`config.mk`:
```
export PLATFORM = sky130hd
export DESIGN_NAME = pmd_top
export DESIGN_NICKNAME = d
export VERILOG_FILES = /design/src/rtl/pmd_pkg.sv /design/src/rtl/pmd_clk_if.sv /design/src/rtl/pmd_clkgen.sv /design/src/rtl/pmd_top.sv
export VERILOG_INCLUDE_DIRS = /design/src /design/src/rtl
export SDC_FILE = /design/constraint.sdc
export NUM_CORES = 1
export LEC_CHECK = 0
export ABC_AREA = 1
export BUFFER_PORTS_ARGS = -buffer_cell sky130_fd_sc_hd__clkbuf_2
export CAP_MARGIN = 30
export CORE_MARGIN = 5
export CORE_UTILIZATION = 54
export DETAILED_ROUTE_END_ITERATION = 8
export PLACE_DENSITY = 0.85
export SETUP_SLACK_MARGIN = 0.5
export SYNTH_ARGS = -nofsm -noshare
export SYNTH_HDL_FRONTEND = slang
export SYNTH_SLANG_ARGS = --single-unit
```
`constraint.sdc`:
```
create_clock -name clk_sys -period 1.83 [get_ports clk_sys]
set_input_delay 0.366 -clock clk_sys [delete_from_list [all_inputs] [get_ports clk_sys]]
set_output_delay 0.366 -clock clk_sys [all_outputs]
set_load 0.005 [all_outputs]
```
`src/rtl/pmd_cfg.svh`:
```
// constants for the processor memory decode block
`ifndef PMD_CFG_SVH
`define PMD_CFG_SVH
`define PMD_ADDR_W 16
`define PMD_DATA_W 8
`define PMD_ROM_N 6
`define PMD_ROM_ADDR_W 12
`define PMD_SEL_LO 12
`define PMD_SEL_HI 14
`define PMD_MEM_BIT 15
`define PMD_ADAPTER_BIT 11
`define PMD_MAIN_RAM_W 10
`define PMD_KEEP_RAM_W 8
`define PMD_MAIN_RAM_CODE 3'h0
`define PMD_KEEP_RAM_CODE 3'h1
`define PMD_ADAPTER_CODE 3'h4
`define PMD_INPUT_CODE 3'h6
`define PMD_INPUT_GROUPS 8
`define PMD_BASE_MHZ_X10 38
`define PMD_SYS_MHZ 200
`define PMD_BASE_DIV ((`PMD_SYS_MHZ * 10) / (`PMD_BASE_MHZ_X10 * 2))
`define PMD_DIV_W 8
`define PMD_RESET_US 2
`define PMD_RESET_CYC (`PMD_RESET_US * `PMD_SYS_MHZ)
`define PMD_RESET_W 12
`endif

```
`src/rtl/pmd_pkg.sv`:
```
// types for the processor memory decode block
package pmd_pkg;
  typedef enum logic [1:0] {
    PMD_PH_FETCH,
    PMD_PH_EXEC
  } pmd_phase_e;
endpackage

```
`src/rtl/pmd_clk_if.sv`:
```
// phase enables shared between the clock generator and the decoder
`timescale 1ns/1ps
interface pmd_clk_if;
  logic base_en;
  logic half_en;
  logic ph1;
  logic ph2;
  modport gen (output base_en, output half_en, output ph1, output ph2);
  modport use_ (input base_en, input half_en, input ph1, input ph2);
endinterface

```
`src/rtl/pmd_clkgen.sv`:
```
// two-phase clock generator from the base oscillator rate
`timescale 1ns/1ps
`include "pmd_cfg.svh"
module pmd_clkgen (
  // clock and reset
  input wire logic clk_sys,
  input wire logic rst,
  // phase outputs
  pmd_clk_if.gen ck
);
  typedef struct packed {
    logic [`PMD_DIV_W-1:0] div;
    logic [2:0] quad;
    logic base_en;
    logic half_en;
    logic ph1;
    logic ph2;
  } pmd_gen_s;
  pmd_gen_s st, next_st;
  // ==========================================================
  // divider
  always_comb begin
    next_st = st;
    next_st.base_en = 1'b0;
    next_st.half_en = 1'b0;
    if (st.div == `PMD_DIV_W'(`PMD_BASE_DIV - 1)) begin
      next_st.div = '0;
      next_st.base_en = 1'b1;
      next_st.quad = st.quad + 3'h1;
      next_st.half_en = st.quad[0];
      next_st.ph1 = !next_st.quad[2];
      next_st.ph2 = next_st.quad[2];
    end else begin
      next_st.div = st.div + `PMD_DIV_W'(1);
    end
  end
  always_ff @(posedge clk_sys) begin
    if (rst) begin
      st <= '0;
    end else begin
      st <= next_st;
    end
  end
  assign ck.base_en = st.base_en;
  assign ck.half_en = st.half_en;
  assign ck.ph1 = st.ph1;
  assign ck.ph2 = st.ph2;
endmodule

```
`src/rtl/pmd_top.sv`:
```
// address decode, strobe gating, reset and phase logic around the processor
`timescale 1ns/1ps
`include "pmd_cfg.svh"
// Notes on behaviour
// processor uses 16-bit address and 8-bit data buses for all transfers
// low twelve address bits go in parallel to every rom
// bits 12-14 enable at most one of six roms
// rom buffer on only for bit 15 high, read, phase two high
// bit 15 low selects ram; bits 12-14 pick the pair
// on ram read both ram write lines stay high
// main pair word address bits 0-9, keep-alive pair bits 0-7
// read/write line high means read, low means write
// base, half rate outputs and two quarter rate phases
// processor held while reset low, restarts when it rises; code holds it while rst is high and for 400 cycles after rst falls
// bits 0-2 with 12-15 pick one of eight input groups
// adapter writes go out on port a or port b
// phases alternate fetch and execute
// ram writes only with write strobe low, address before data
// adapter enabled only with bit 11 high and select low; bits 0-1 pick port
// unfitted rom codes leave every rom disabled
module pmd_top (
  // clock and reset
  input wire logic clk_sys,
  input wire logic rst,
  // processor bus
  input wire logic [`PMD_ADDR_W-1:0] cpu_addr,
  input wire logic cpu_rd_wr,
  input wire logic [`PMD_DATA_W-1:0] cpu_data_out,
  input wire logic cpu_data_oe,
  output logic [`PMD_DATA_W-1:0] cpu_data_in,
  output logic cpu_reset_n,
  output logic cpu_fetch,
  // clock outputs
  output logic clk_base,
  output logic clk_half,
  output logic clk_ph1,
  output logic clk_ph2,
  // rom side
  input wire logic [`PMD_DATA_W-1:0] rom_data,
  output logic [`PMD_ROM_ADDR_W-1:0] rom_addr,
  output logic [`PMD_ROM_N-1:0] rom_en,
  output logic rom_buf_en,
  // ram side
  input wire logic [`PMD_DATA_W-1:0] ram_rdata,
  output logic [`PMD_MAIN_RAM_W-1:0] main_ram_addr,
  output logic [`PMD_KEEP_RAM_W-1:0] keep_ram_addr,
  output logic main_ram_sel,
  output logic keep_ram_sel,
  output logic main_ram_write_n,
  output logic keep_ram_rd_wr,
  output logic [`PMD_DATA_W-1:0] ram_wdata,
  output logic ram_wdata_oe,
  // instrument inputs, from pins
  input wire logic [`PMD_INPUT_GROUPS*`PMD_DATA_W-1:0] inst_inputs,
  // parallel output adapter
  input wire logic adapter_select_n,
  output logic [`PMD_DATA_W-1:0] parallel_output_adapter_a,
  output logic [`PMD_DATA_W-1:0] parallel_output_adapter_b,
  output logic adapter_strobe
);
  localparam int GW = `PMD_INPUT_GROUPS * `PMD_DATA_W;
  typedef struct packed {
    logic [GW-1:0] in_s1;
    logic [GW-1:0] in_s2;
    logic sel_s1;
    logic sel_s2;
    logic [`PMD_RESET_W-1:0] rst_cnt;
    logic cpu_reset_n;
    pmd_pkg::pmd_phase_e phase;
    logic [`PMD_DATA_W-1:0] data_in;
    logic [`PMD_ROM_ADDR_W-1:0] rom_addr;
    logic [`PMD_ROM_N-1:0] rom_en;
    logic rom_buf_en;
    logic [`PMD_MAIN_RAM_W-1:0] main_addr;
    logic [`PMD_KEEP_RAM_W-1:0] keep_addr;
    logic main_sel;
    logic keep_sel;
    logic main_wr_n;
    logic keep_rd_wr;
    logic [`PMD_DATA_W-1:0] wdata;
    logic wdata_oe;
    logic [`PMD_DATA_W-1:0] port_a;
    logic [`PMD_DATA_W-1:0] port_b;
    logic strobe;
    logic base;
    logic half;
    logic ph1;
    logic ph2;
    logic fetch;
    logic [`PMD_ADDR_W-1:0] addr_q;
  } pmd_top_s;
  pmd_top_s st, next_st;
  pmd_clk_if ck ();
  logic [2:0] code;
  logic mem_rom;
  logic is_read;
  logic adapter_on;
  logic adapter_hit;
  logic adapter_wr;
  logic addr_held;
  logic ph2_rise;
  pmd_clkgen u_clkgen (
    .clk_sys(clk_sys),
    .rst(rst),
    .ck(ck)
  );
  // ==========================================================
  // address decode
  assign code = cpu_addr[`PMD_SEL_HI:`PMD_SEL_LO];
  assign mem_rom = cpu_addr[`PMD_MEM_BIT];
  assign is_read = cpu_rd_wr;
  assign adapter_hit = !mem_rom && (code == `PMD_ADAPTER_CODE) && cpu_addr[`PMD_ADAPTER_BIT];
  assign adapter_wr = !st.sel_s2 && !is_read;
  assign adapter_on = adapter_hit && adapter_wr;
  assign addr_held = (cpu_addr == st.addr_q);
  assign ph2_rise = ck.ph2 && !st.ph2;
  // ==========================================================
  // next state
  always_comb begin
    next_st = st;
    next_st.in_s1 = inst_inputs;
    next_st.in_s2 = st.in_s1;
    next_st.sel_s1 = adapter_select_n;
    next_st.sel_s2 = st.sel_s1;
    if (ck.base_en) begin
      next_st.base = !st.base;
    end
    if (ck.half_en) begin
      next_st.half = !st.half;
    end
    next_st.ph1 = ck.ph1;
    next_st.ph2 = ck.ph2;
    // power-on hold of processor reset
    if (st.rst_cnt != `PMD_RESET_W'(`PMD_RESET_CYC)) begin
      next_st.rst_cnt = st.rst_cnt + `PMD_RESET_W'(1);
      next_st.cpu_reset_n = 1'b0;
    end else begin
      next_st.cpu_reset_n = 1'b1;
    end
    if (!st.cpu_reset_n) begin
      next_st.phase = pmd_pkg::PMD_PH_FETCH;
    end else if (ck.base_en && ck.ph2 && st.ph1) begin
      case (st.phase)
        pmd_pkg::PMD_PH_FETCH: next_st.phase = pmd_pkg::PMD_PH_EXEC;
        pmd_pkg::PMD_PH_EXEC: next_st.phase = pmd_pkg::PMD_PH_FETCH;
        default: next_st.phase = pmd_pkg::PMD_PH_FETCH;
      endcase
    end
    next_st.fetch = (next_st.phase == pmd_pkg::PMD_PH_FETCH);
    next_st.addr_q = cpu_addr;
    next_st.rom_addr = cpu_addr[`PMD_ROM_ADDR_W-1:0];
    next_st.rom_en = '0;
    if (mem_rom && (code < 3'(`PMD_ROM_N))) begin
      next_st.rom_en[code] = 1'b1;
    end
    next_st.rom_buf_en = mem_rom && is_read && ck.ph2;
    next_st.main_addr = cpu_addr[`PMD_MAIN_RAM_W-1:0];
    next_st.keep_addr = cpu_addr[`PMD_KEEP_RAM_W-1:0];
    next_st.main_sel = !mem_rom && (code == `PMD_MAIN_RAM_CODE);
    next_st.keep_sel = !mem_rom && (code == `PMD_KEEP_RAM_CODE);
    next_st.main_wr_n = !(next_st.main_sel && !is_read && ck.ph2 && cpu_data_oe && addr_held);
    next_st.keep_rd_wr = !(next_st.keep_sel && !is_read && ck.ph2 && cpu_data_oe && addr_held);
    next_st.wdata = cpu_data_out;
    next_st.wdata_oe = !is_read && (next_st.main_sel || next_st.keep_sel);
    // read data onto the processor bus
    if (mem_rom) begin
      if (next_st.rom_buf_en && (st.rom_en != '0)) begin
        next_st.data_in = rom_data;
      end else begin
        next_st.data_in = '0;
      end
    end else if (code == `PMD_INPUT_CODE) begin
      next_st.data_in = st.in_s2[cpu_addr[2:0]*`PMD_DATA_W +: `PMD_DATA_W];
    end else if (next_st.main_sel || next_st.keep_sel) begin
      next_st.data_in = ram_rdata;
    end else begin
      next_st.data_in = '0;
    end
    next_st.strobe = 1'b0;
    if (adapter_on && ph2_rise) begin
      next_st.strobe = 1'b1;
      if (cpu_addr[1:0] == 2'h0) begin
        next_st.port_a = cpu_data_out;
      end else if (cpu_addr[1:0] == 2'h2) begin
        next_st.port_b = cpu_data_out;
      end
    end
  end
  always_ff @(posedge clk_sys) begin
    if (rst) begin
      st <= '0;
      st.sel_s1 <= 1'b1;
      st.sel_s2 <= 1'b1;
      st.main_wr_n <= 1'b1;
      st.keep_rd_wr <= 1'b1;
      st.fetch <= 1'b1;
    end else begin
      st <= next_st;
    end
  end
  // ==========================================================
  // outputs
  assign cpu_data_in = st.data_in;
  assign cpu_reset_n = st.cpu_reset_n;
  assign cpu_fetch = st.fetch;
  assign clk_base = st.base;
  assign clk_half = st.half;
  assign clk_ph1 = st.ph1;
  assign clk_ph2 = st.ph2;
  assign rom_addr = st.rom_addr;
  assign rom_en = st.rom_en;
  assign rom_buf_en = st.rom_buf_en;
  assign main_ram_addr = st.main_addr;
  assign keep_ram_addr = st.keep_addr;
  assign main_ram_sel = st.main_sel;
  assign keep_ram_sel = st.keep_sel;
  assign main_ram_write_n = st.main_wr_n;
  assign keep_ram_rd_wr = st.keep_rd_wr;
  assign ram_wdata = st.wdata;
  assign ram_wdata_oe = st.wdata_oe;
  assign parallel_output_adapter_a = st.port_a;
  assign parallel_output_adapter_b = st.port_b;
  assign adapter_strobe = st.strobe;
endmodule

```
Yosys cells after proc, flatten, opt, wreduce, memory -nomap -nowiden
Index checks and enable logic that the tools add are counted.
- flip-flop bits (word level): 256
- input port bits: 109
- output and inout bits: 81
- logic and storage cells: 107
- add/sub/neg operators: 3
- order comparisons: 3
- equal/unequal tests: 7
- shift-type cells: 1
- mux-type cells: 12
- bitwise logic cells: 3
- reduce and logical (&&, ||, !) cells: 44
- operator list (operator ; count):
    $shiftx A64 B7 Y8 ; 1
    $mux W8 ; 4
    $logic_and A1 B1 Y1 ; 24
    $eq A16 B16 Y1 ; 1
    $add A12 B1 Y12 const B ; 1
    $ne A12 B9 Y1 const B ; 1
    $logic_not A1 Y1 ; 9
    $add A8 B1 Y8 const B ; 1
    $eq A8 B5 Y1 const B ; 1
    $eq A3 B3 Y1 const B ; 2
    $logic_not A2 Y1 ; 3
    $reduce_bool A6 Y1 ; 1
    $reduce_or A2 Y1 ; 3
    $lt A3 B4 Y1 const B ; 1
    $mux W1 ; 4
    $mux W2 ; 2
    $mux W4 ; 1
    $add A3 B1 Y3 const B ; 1
    $demux W1 S3 ; 1
    $eq A3 B1 Y1 const B ; 1
    $ge A3 B1 Y1 const B ; 1
    $logic_not A3 Y1 ; 1
    $lt A3 B3 Y1 const B ; 1
    $not A1 Y1 ; 3
    4 further kinds ; 4

Depth between registers and ports, before layout
Gate-level depths: netlist of the first run.
- depth in word-level cells: 7
- mapped depth: 10
- depth with buffers taken out: 9

By module
From an unflattened synthesis of the first run, not the netlist that was laid out.
- cells, all modules: 1160
- area, all modules: 8770.9 um^2
- modules (own cells, without submodules) (module ; instances ; cells an instance ; area each (um^2) ; sequential area each (um^2)):
    pmd_top ; 1 ; 1074 ; 8087.8 ; 4224.1
    pmd_clkgen ; 1 ; 86 ; 683.2 ; 280.3

Least setup slack after synthesis of the first run
Ideal clock, no wire load.
- path kind: input to register
- from: in cpu_addr[0]
- to: reg st (netlist bit cpu_data_in[3])
- setup time: 0.132 ns
- arrival time: 1.187 ns
- data required time: 1.698 ns
- path slack: 0.511 ns
- stages: 8
- path through: buf_2 > inv_2 > clkbuf_1 > nand2_1 > nand3_1 > nand3_1 > nand3_1 > a21oi_1
- longest elaborated chain between the ends: 3
- RTL lines (item ; line ; source):
    start: declaration ; pmd_top.sv:26 ; input wire logic [`PMD_ADDR_W-1:0] cpu_addr,
    $shiftx A64 B7 Y8 ; pmd_top.sv:173 ; next_st.data_in = st.in_s2[cpu_addr[2:0]*`PMD_DATA_W +: `PMD_DATA_W];
    $mux W8 ; pmd_top.sv:172 ; end else if (code == `PMD_INPUT_CODE) begin
    $mux W8 ; pmd_top.sv:166 ; if (mem_rom) begin
    end signal: assignment ; pmd_top.sv:198 ; st <= next_st;
    end: declaration ; pmd_top.sv:92 ; pmd_top_s st, next_st;
Every way passes these cells.
A chain may end at the register's enable or synchronous reset.

==> results of run 1 <==
synth_stat cells, types with 9 or more instances:
library cell / n / share of area
nand2_1: 172 / 0.075
xnor2_1: 14 / 0.014
inv_1: 247 / 0.11
xor2_1: 9 / 0.0091
clkbuf_1: 30 / 0.013
a21oi_1: 18 / 0.010
nand3_1: 75 / 0.043
dfxtp_1: 225 / 0.52
nand4_1: 16 / 0.012
nor2_1: 216 / 0.094
buf_4: 69 / 0.060
cell type report:
| type | count | share of cell area |
|---|---|---|
| flip-flops and latches | 225 | 0.4277 |
| clock inverters | 10 | 0.01283 |
| well taps | 216 | 0.02519 |
| clock buffers | 31 | 0.06017 |
| multi-input cells | 563 | 0.2486 |
| repair buffers | 224 | 0.1364 |
| inverters | 254 | 0.08909 |
kinds of logic after synthesis:
kind of cell / Yosys count
AND/OR/NAND/NOR: 508
adder cells (fa/ha/maj): 5
XOR/XNOR: 23
buffers and inverters: 359
flip-flops: 225
AO/OA/AOI/OAI: 27
where the power goes:
group	total (mW)	switching (mW)	leakage, nW	internal [mW]
Clock	4.77	1.87	0.368	2.90
Sequential	5.16	0.0788	1.87	5.08
Combinational	0.759	0.431	3.10	0.328
Total	10.7	2.38	5.34	8.31
routing by layer:
| metal | part of all wire | wire length, um | up-vias | track usage |
|---|---|---|---|---|
| met5 | 0 | 0 | - | 0 |
| li1 | - | - | 3566 | - |
| met3 | 0.070 | 1395 | 30 | 0.03603 |
| met2 | 0.50 | 10070 | 238 | 0.3620 |
| met1 | 0.41 | 8162 | 3112 | 0.2470 |
| met4 | 0.020 | 403 | 0 | 0.05655 |
repair_timing:
action                     4_1_cts  5_1_grt
setup endpoints to repair       88      102
setup buffers                   13        9
gates resized for setup         52       86
hold endpoints to repair         0        0
cloned                           0        1
pin swaps                        1        7
sequential cells by signal, indices dropped and copies added (netlist names), 6 cells and up:
name	flops
cpu_data_in	8
next_st	65
parallel_output_adapter_a	8
parallel_output_adapter_b	8
ram_wdata	8
rom_addr	11
rom_en	6
st	84
u_clkgen.st	11
how the worst max path moves through the flow:
stage,startpoint,endpoint,slack [ns],cells after the start
5_1_grt,rom_addr[3],main_ram_addr[3],0.42,1
2_1_floorplan,cpu_addr[0],cpu_data_in[3],0.51,8
6_report,rom_addr[3],main_ram_addr[3],0.45,1
3_5_place_dp,cpu_addr[12],parallel_output_adapter_a[0],0.20,9
4_1_cts,rom_addr[1],keep_ram_addr[1],0.45,1
3_3_place_gp,cpu_addr[12],parallel_output_adapter_a[2],0.25,9
stage by stage:
| stage | total power [mW] | worst slack, ns | instance area, um^2 |
|---|---|---|---|
| 6_report | 10.68 | 0.4527 | 10730 |
| 3_5_place_dp | 5.954 | 0.1972 | 9329 |
| 3_3_place_gp | 5.937 | 0.2540 | 9329 |
| 5_1_grt | 11.11 | 0.4158 | 10730 |
| 4_1_cts | 10.71 | 0.4466 | 10310 |
| 2_1_floorplan | 5.707 | 0.5107 | 8661 |
layout by cell type (no fill, tap or decap), types with 2 or more instances in the layout:
master      count
clkinv_1        2
buf_6          32
clkinvlp_4      5
xor2_1          9
nand2_1       160
clkbuf_2      156
nor3_2          3
nand3_1        74
or2_2           3
buf_12          3
inv_1         246
nand4_1        16
clkbuf_8        4
ha_1            3
dfxtp_1       173
clkbuf_16      24
dfxtp_2        44
nor2_2         10
inv_2           5
clkinv_2        2
dfxtp_4         8
nor2_4          7
o22ai_1         2
o21ai_0         6
nor3_1          4
nor3_4          2
nand2_4         4
xnor2_1        14
nand2_2        10
nor2_1        211
bufinv_16       3
clkbuf_1        4
buf_4          31
a21oi_1        17
==> run summary, run 1 <==
Slowest CP cell = dfxtp_2
WL/cell = 13.15 um
Vias in the first global route = 6524
Final setup violation count = 0
P per Cell Area = 995.5 mW/mm^2
Via count = 6946
RSZ-0062 raised after global routing = true
Worst hold start = inst_inputs[15]
Type of destination of the critical path = primary output
Worst skew pair latency = 0.50 ns
CP delay by family, top = flip-flops
Drt total wl = 20030 um
Layout cells sized above 1 = 0.2770
Die width = 136.6 um
Post-synthesis mux area share = 0
HPWL Detailed = 13380 um
Outcome = finished, final reports clean
H-tree Lvls = 1
Post-synth cell types = 29
Clock tree buffer depth = 3
Synth warn = 0
CP bufs+invs = 1
Die Height = 136.6 um
Dpl cells = 1459
Clock tree from TritonCTS = yes
Synth Area in Adders = 0.007223
Grt ovf = 0
Leakage = 5.343 nW
Layout Cells excl Fill = 1523
Initial core utilization = 0.5472
FP Rows = 46
Shortest period the worst path allows = 1.377 ns
Worst hold path depth = 3
Post-Syn Instances = 1147
Number of routed nets with antenna violations = 0
Initial antenna violation count = 0
Worst EP required = 1.46 ns
Setup TNS = 0 ns
Average size of a mapped cell = 7.551 um^2
Synthesized area = 0.008661 mm^2
Max Freq = 726.0 MHz
Synth Area in Simple Gates = 0.2459
Io pins = 190
Min-Delay Endpoint = next_st[128]
Worst R2R End = parallel_output_adapter_a[1]
XOR/XNOR share of the synthesized area = 0.02326
Peak supply drop = 758.9 uV
Util after Layout = 0.6779
Iteration-0 DRC Markers = 425
TritonCTS Buffers = 23
Seq cells post-synth = 225
CTS Sinks = 225
Worst min-delay path class = input pin to register
Synth-to-Final Area Change = 23.89%
Hold buffer count at cts = 0
# port buffers = 189
Primary FF master, synth = dfxtp_1
Post-synthesis net count = 1261
Cell Chain, Critical Path = clkbuf_2
Worst-case reg-to-reg path depth = 10
Register area share after synthesis = 0.5201
Worst-path clk slew = 0.06 ns
Drt first pass iters = 5
Worst Setup Start Kind = register
Main combinational cell family by area after synthesis = simple AND/OR/NAND/NOR gates
Synth Area in Compound Gates = 0.01618
GR Util All Layers = 0.2015
Worst stage delay on the critical path = 0.37 ns
First-pass GRT wire length = 30340 um
Fin Clk Skew = 0.007715 ns
Number of vias per cell = 4.561
GPL Wtd Cong = 0.9017
Rel. slew slack = 0.6417
Antenna cells = 0
Die area = 0.01867 mm^2
Hold slack = 0.05247 ns
Hold Vio Cnt, Final = 0
Root Driver = clkbuf_16
Core box area = 0.01583 mm^2
Post-synth ARST share = 0
Largest net degree at the start of global routing = 126
Reg2Reg Setup Slack = 0.53 ns
CP Max Fanout = 4
WP data arrival = 1.01 ns
Crit Path Class = register to primary output
Max Slew Vio Count = 0
Sequential Area = 0.004589 mm^2
DRC = 0
Final nets = 1405
Slew @ Worst Pin = 0.5375 ns
Period utilization = 0.7526
Worst r2r src = u_clkgen.st[6]
Filler instances = 1202
Max Cap Viol = 0
Post-synth EDFFs = 0
Area of the multi-input gates = 0.002668 mm^2
Power figures use the tool's default switching activity.
==> run 2: changes to the inputs <==
--- a/config.mk
+++ b/config.mk
@@ -6,11 +6,11 @@
 export SDC_FILE = /design/constraint.sdc
 export NUM_CORES = 1
 export LEC_CHECK = 0
-export ABC_AREA = 1
+export ABC_AREA = 0
 export BUFFER_PORTS_ARGS = -buffer_cell sky130_fd_sc_hd__clkbuf_2
 export CAP_MARGIN = 30
 export CORE_MARGIN = 5
-export CORE_UTILIZATION = 54
+export CORE_UTILIZATION = 53
 export DETAILED_ROUTE_END_ITERATION = 8
 export PLACE_DENSITY = 0.85
 export SETUP_SLACK_MARGIN = 0.5
==> constraint.sdc (replaced) <==
create_clock -name clk_sys -period 1.4 [get_ports clk_sys]
set_input_delay 0.28 -clock clk_sys [delete_from_list [all_inputs] [get_ports clk_sys]]
set_output_delay 0.28 -clock clk_sys [all_outputs]
set_load 0.005 [all_outputs]
==> run summary, run 2 <==
Type of destination of the critical path = register
Layout cells sized above 1 = 0.4315 (+0.1545)
Post-synthesis net count = 870 (-31%)
Number of routed nets with antenna violations = 0 (unchanged)
Grt ovf = 0 (unchanged)
Period utilization = 1.142
Clock power frac = 0.420 (-0.026)
Reg power frac = 0.497 (+0.014)
Most frequent cells in the layout = dfxtp_1, nor2b_1, clkbuf_2
Worst skew pair latency = 0.50 ns (about the same)
Biggest register = st
Post-synth EDFFs = 0 (unchanged)
Seq cells post-synth = 225 (unchanged)
Yosys top cell by area = dfxtp_1
Synth Area in Adders = 0.007789 (+0.0005660)
Slew @ Worst Pin = 0.7108 ns (+0.1733 ns)
Violated checks = setup timing
Internal power = 10.63 mW (+28%)
TritonCTS Buffers = 23 (unchanged)
Root Driver = clkbuf_16
CP Max Fanout = 8 (+4)
Average size of a mapped cell = 10.62 um^2 (+41%)
Top cells by count, synth = dfxtp_1, nor2b_1, buf_4, nor2_1, mux2i_1
Max Cap Viol = 0 (unchanged)
Clock tree buffer depth = 3 (unchanged)
Synth warn = 0 (unchanged)
Sequential Area = 0.004634 mm^2 (+0.98%)
Max Freq = 625.7 MHz
Post-synth cell types = 42 (+45%)
Die area = 0.01772 mm^2 (-5.1%)
Wl on met1 = 7843 um (-3.9%)
Outcome = finished, violations left
Setup TNS = -1.390 ns (-1.390 ns)
Peak supply drop = 886.9 uV (+17%)
GPL Wtd Cong = 0.8386 (-7.0%)
Leakage = 4.730 nW (-11%)
WP data arrival = 1.97 ns (+0.96 ns)
Fin Clk Skew = 0.02033 ns (+0.01262 ns)
Met2 wire len = 10330 um (+2.6%)
Synth Area in Compound Gates = 0.03412 (+0.01794)
Post-synth top area share = 0.5608 (+0.04075)
Power Total = 13.54 mW (+27%)
Commonest non-fill, non-tap cell in the layout = dfxtp_1
Net Switching = 2.913 mW (+23%)
Worst Setup Start Kind = register
Worst min-delay path class = input pin to register
Most frequent cell after synthesis = dfxtp_1
Die Height = 133.1 um (-2.6%)
Post-synthesis mux area share = 0.06605 (+0.06605)
Worst EP required = 1.77 ns (+0.31 ns)
Initial antenna violation count = 0 (unchanged)
Switching part of the total = 0.2151 (-0.007326)
Io pins = 190 (unchanged)
Primary FF master, synth = dfxtp_1
Drt first pass iters = 4 (-1)
DRC = 0 (unchanged)
Filler instances = 919 (-24%)
Worst-path clk slew = 0.06 ns (about the same)
Worst Slack Setup Final = -0.1981 ns (-0.6508 ns)
Most area-consuming cells after synthesis = dfxtp_1, nor2b_1, buf_4
Drt total wl = 19960 um (-0.33%)
P per Cell Area = 1220 mW/mm^2 (+23%)
# port buffers = 189 (unchanged)
Crit Path Class = register to register
Synth-to-Final Area Change = 38.21%
Rel. slew slack = 0.5252 (-0.1165)
XOR/XNOR share of the synthesized area = 0.03599 (+0.01273)
Synthesized area = 0.008031 mm^2 (-7.3%)
Synth Area in Simple Gates = 0.2098 (-0.03604)
Antenna cells = 0 (unchanged)
Hold Vio Cnt, Final = 0 (unchanged)
Iteration-0 DRC Markers = 210 (-51%)
FP Rows = 45 (-2.2%)
RSZ-0062 raised after global routing = true
Shortest period the worst path allows = 1.598 ns
Final setup violation count = 8 (+8)
CTS Sinks = 225 (unchanged)
GR Util All Layers = 0.2091 (+0.007641)
Main combinational cell family by area after synthesis = simple AND/OR/NAND/NOR gates
Combinational power share = 0.084 (+0.013)
H-tree Lvls = 1 (unchanged)
Vias in the first global route = 5970 (-8.5%)
Final nets = 1086 (-23%)
Clock tree from TritonCTS = yes
Largest net degree at the start of global routing = 68 (-46%)
Max Slew Vio Count = 0 (unchanged)
Register area share after synthesis = 0.5608 (+0.04075)
Met3 WL post-DR = 1223 um (-12%)
Number of vias per cell = 4.939 (+8.3%)
Post-Syn Instances = 756 (-34%)
Die width = 133.1 um (-2.6%)
Initial core utilization = 0.5342 (-0.01294)
Post-synth ARST share = 0 (unchanged)
WL/cell = 17.02 um (+29%)
HPWL Detailed = 11640 um (-13%)
Area of the multi-input gates = 0.003246 mm^2 (+22%)
Top layer in use = met4
First-pass GRT wire length = 30090 um (-0.82%)
Via count = 5793 (-17%)
Core box area = 0.01503 mm^2 (-5.0%)
Max FFs per register = 84 (unchanged)
==> run 2: cell type report <==
type | instances | share of cell area
clock buffers | 34 | 0.06188
clock inverters | 4 | 0.002142
inverters | 5 | 0.002142
multi-input cells | 420 | 0.2924
flip-flops and latches | 225 | 0.4175
well taps | 188 | 0.02119
repair buffers | 297 | 0.2028
==> run 2: what timing repair did <==
item / CTS / global route
hold buffers: 49 / 0
resized for setup: 95 / 98
hold endpoints to repair: 49 / 0
pin swaps: 33 / 29
buffers inserted: 17 / 9
endpoints found under the setup margin: 138 / 138
==> run 2: final timing paths <==
| kind | start | to | slack [ns] | cells past startpoint |
|---|---|---|---|---|
| worst max-delay path | st[111] | parallel_output_adapter_a[1] | -0.20 | 5 |
| worst min-delay path | inst_inputs[1] | next_st[114] | 0.02 | 2 |
| worst max register to register | st[111] | parallel_output_adapter_a[1] | -0.20 | 5 |
| worst min register to register | next_st[122] | st[122] | 0.43 | 1 |
==> run 2: cells by family (layout without fill, tap and decap cells) <==
logic type | count (synthesis) | in the layout
AO/OA/AOI/OAI | 43 | 43
XOR/XNOR | 33 | 33
adder cells (fa/ha/maj) | 5 | 5
buffers and inverters | 111 | 340
flip-flops | 225 | 225
multiplexers | 51 | 51
AND/OR/NAND/NOR | 288 | 288
==> run 2: worst max-delay path, cell delays in order (launching register included) <==
cell and delay [ns]:
dfxtp_2 0.33, or4b_4 0.50, nor4_4 0.20, buf_12 0.19, mux2i_1 0.21, nor2_1 0.06
==> run 2: stage by stage <==
stage	setup slack (ns)	util	std cells	cell area [um^2]	hold WS, ns
2_1_floorplan	-0.3780	-	756	8357	0.3495
3_3_place_gp	-0.3259	0.6003	1060	9024	0.4171
3_5_place_dp	-0.3592	0.6003	1060	9024	0.4204
4_1_cts	-0.1909	0.7085	1164	10650	0.001179
5_1_grt	-0.2834	0.7384	1173	11100	0.0004635
6_report	-0.1981	0.7384	1173	11100	0.01581
==> run 2: per-layer routing <==
layer | global-route usage | vias up
li1 | - | 2836
met1 | 0.2438 | 2712
met2 | 0.3787 | 201
met3 | 0.05060 | 44
met4 | 0.06629 | 0
met5 | 0 | -
==> run 2: power groups by stage <==
stage / Combinational [mW] / Clock [mW] / Sequential, mW
4_1_cts: 1.03 / 5.78 / 6.73
3_5_place_dp: 0.843 / 0 / 6.87
5_1_grt: 1.22 / 6.09 / 6.75
2_1_floorplan: 0.606 / 0 / 6.85
6_report: 1.13 / 5.68 / 6.73
3_3_place_gp: 0.834 / 0 / 6.86
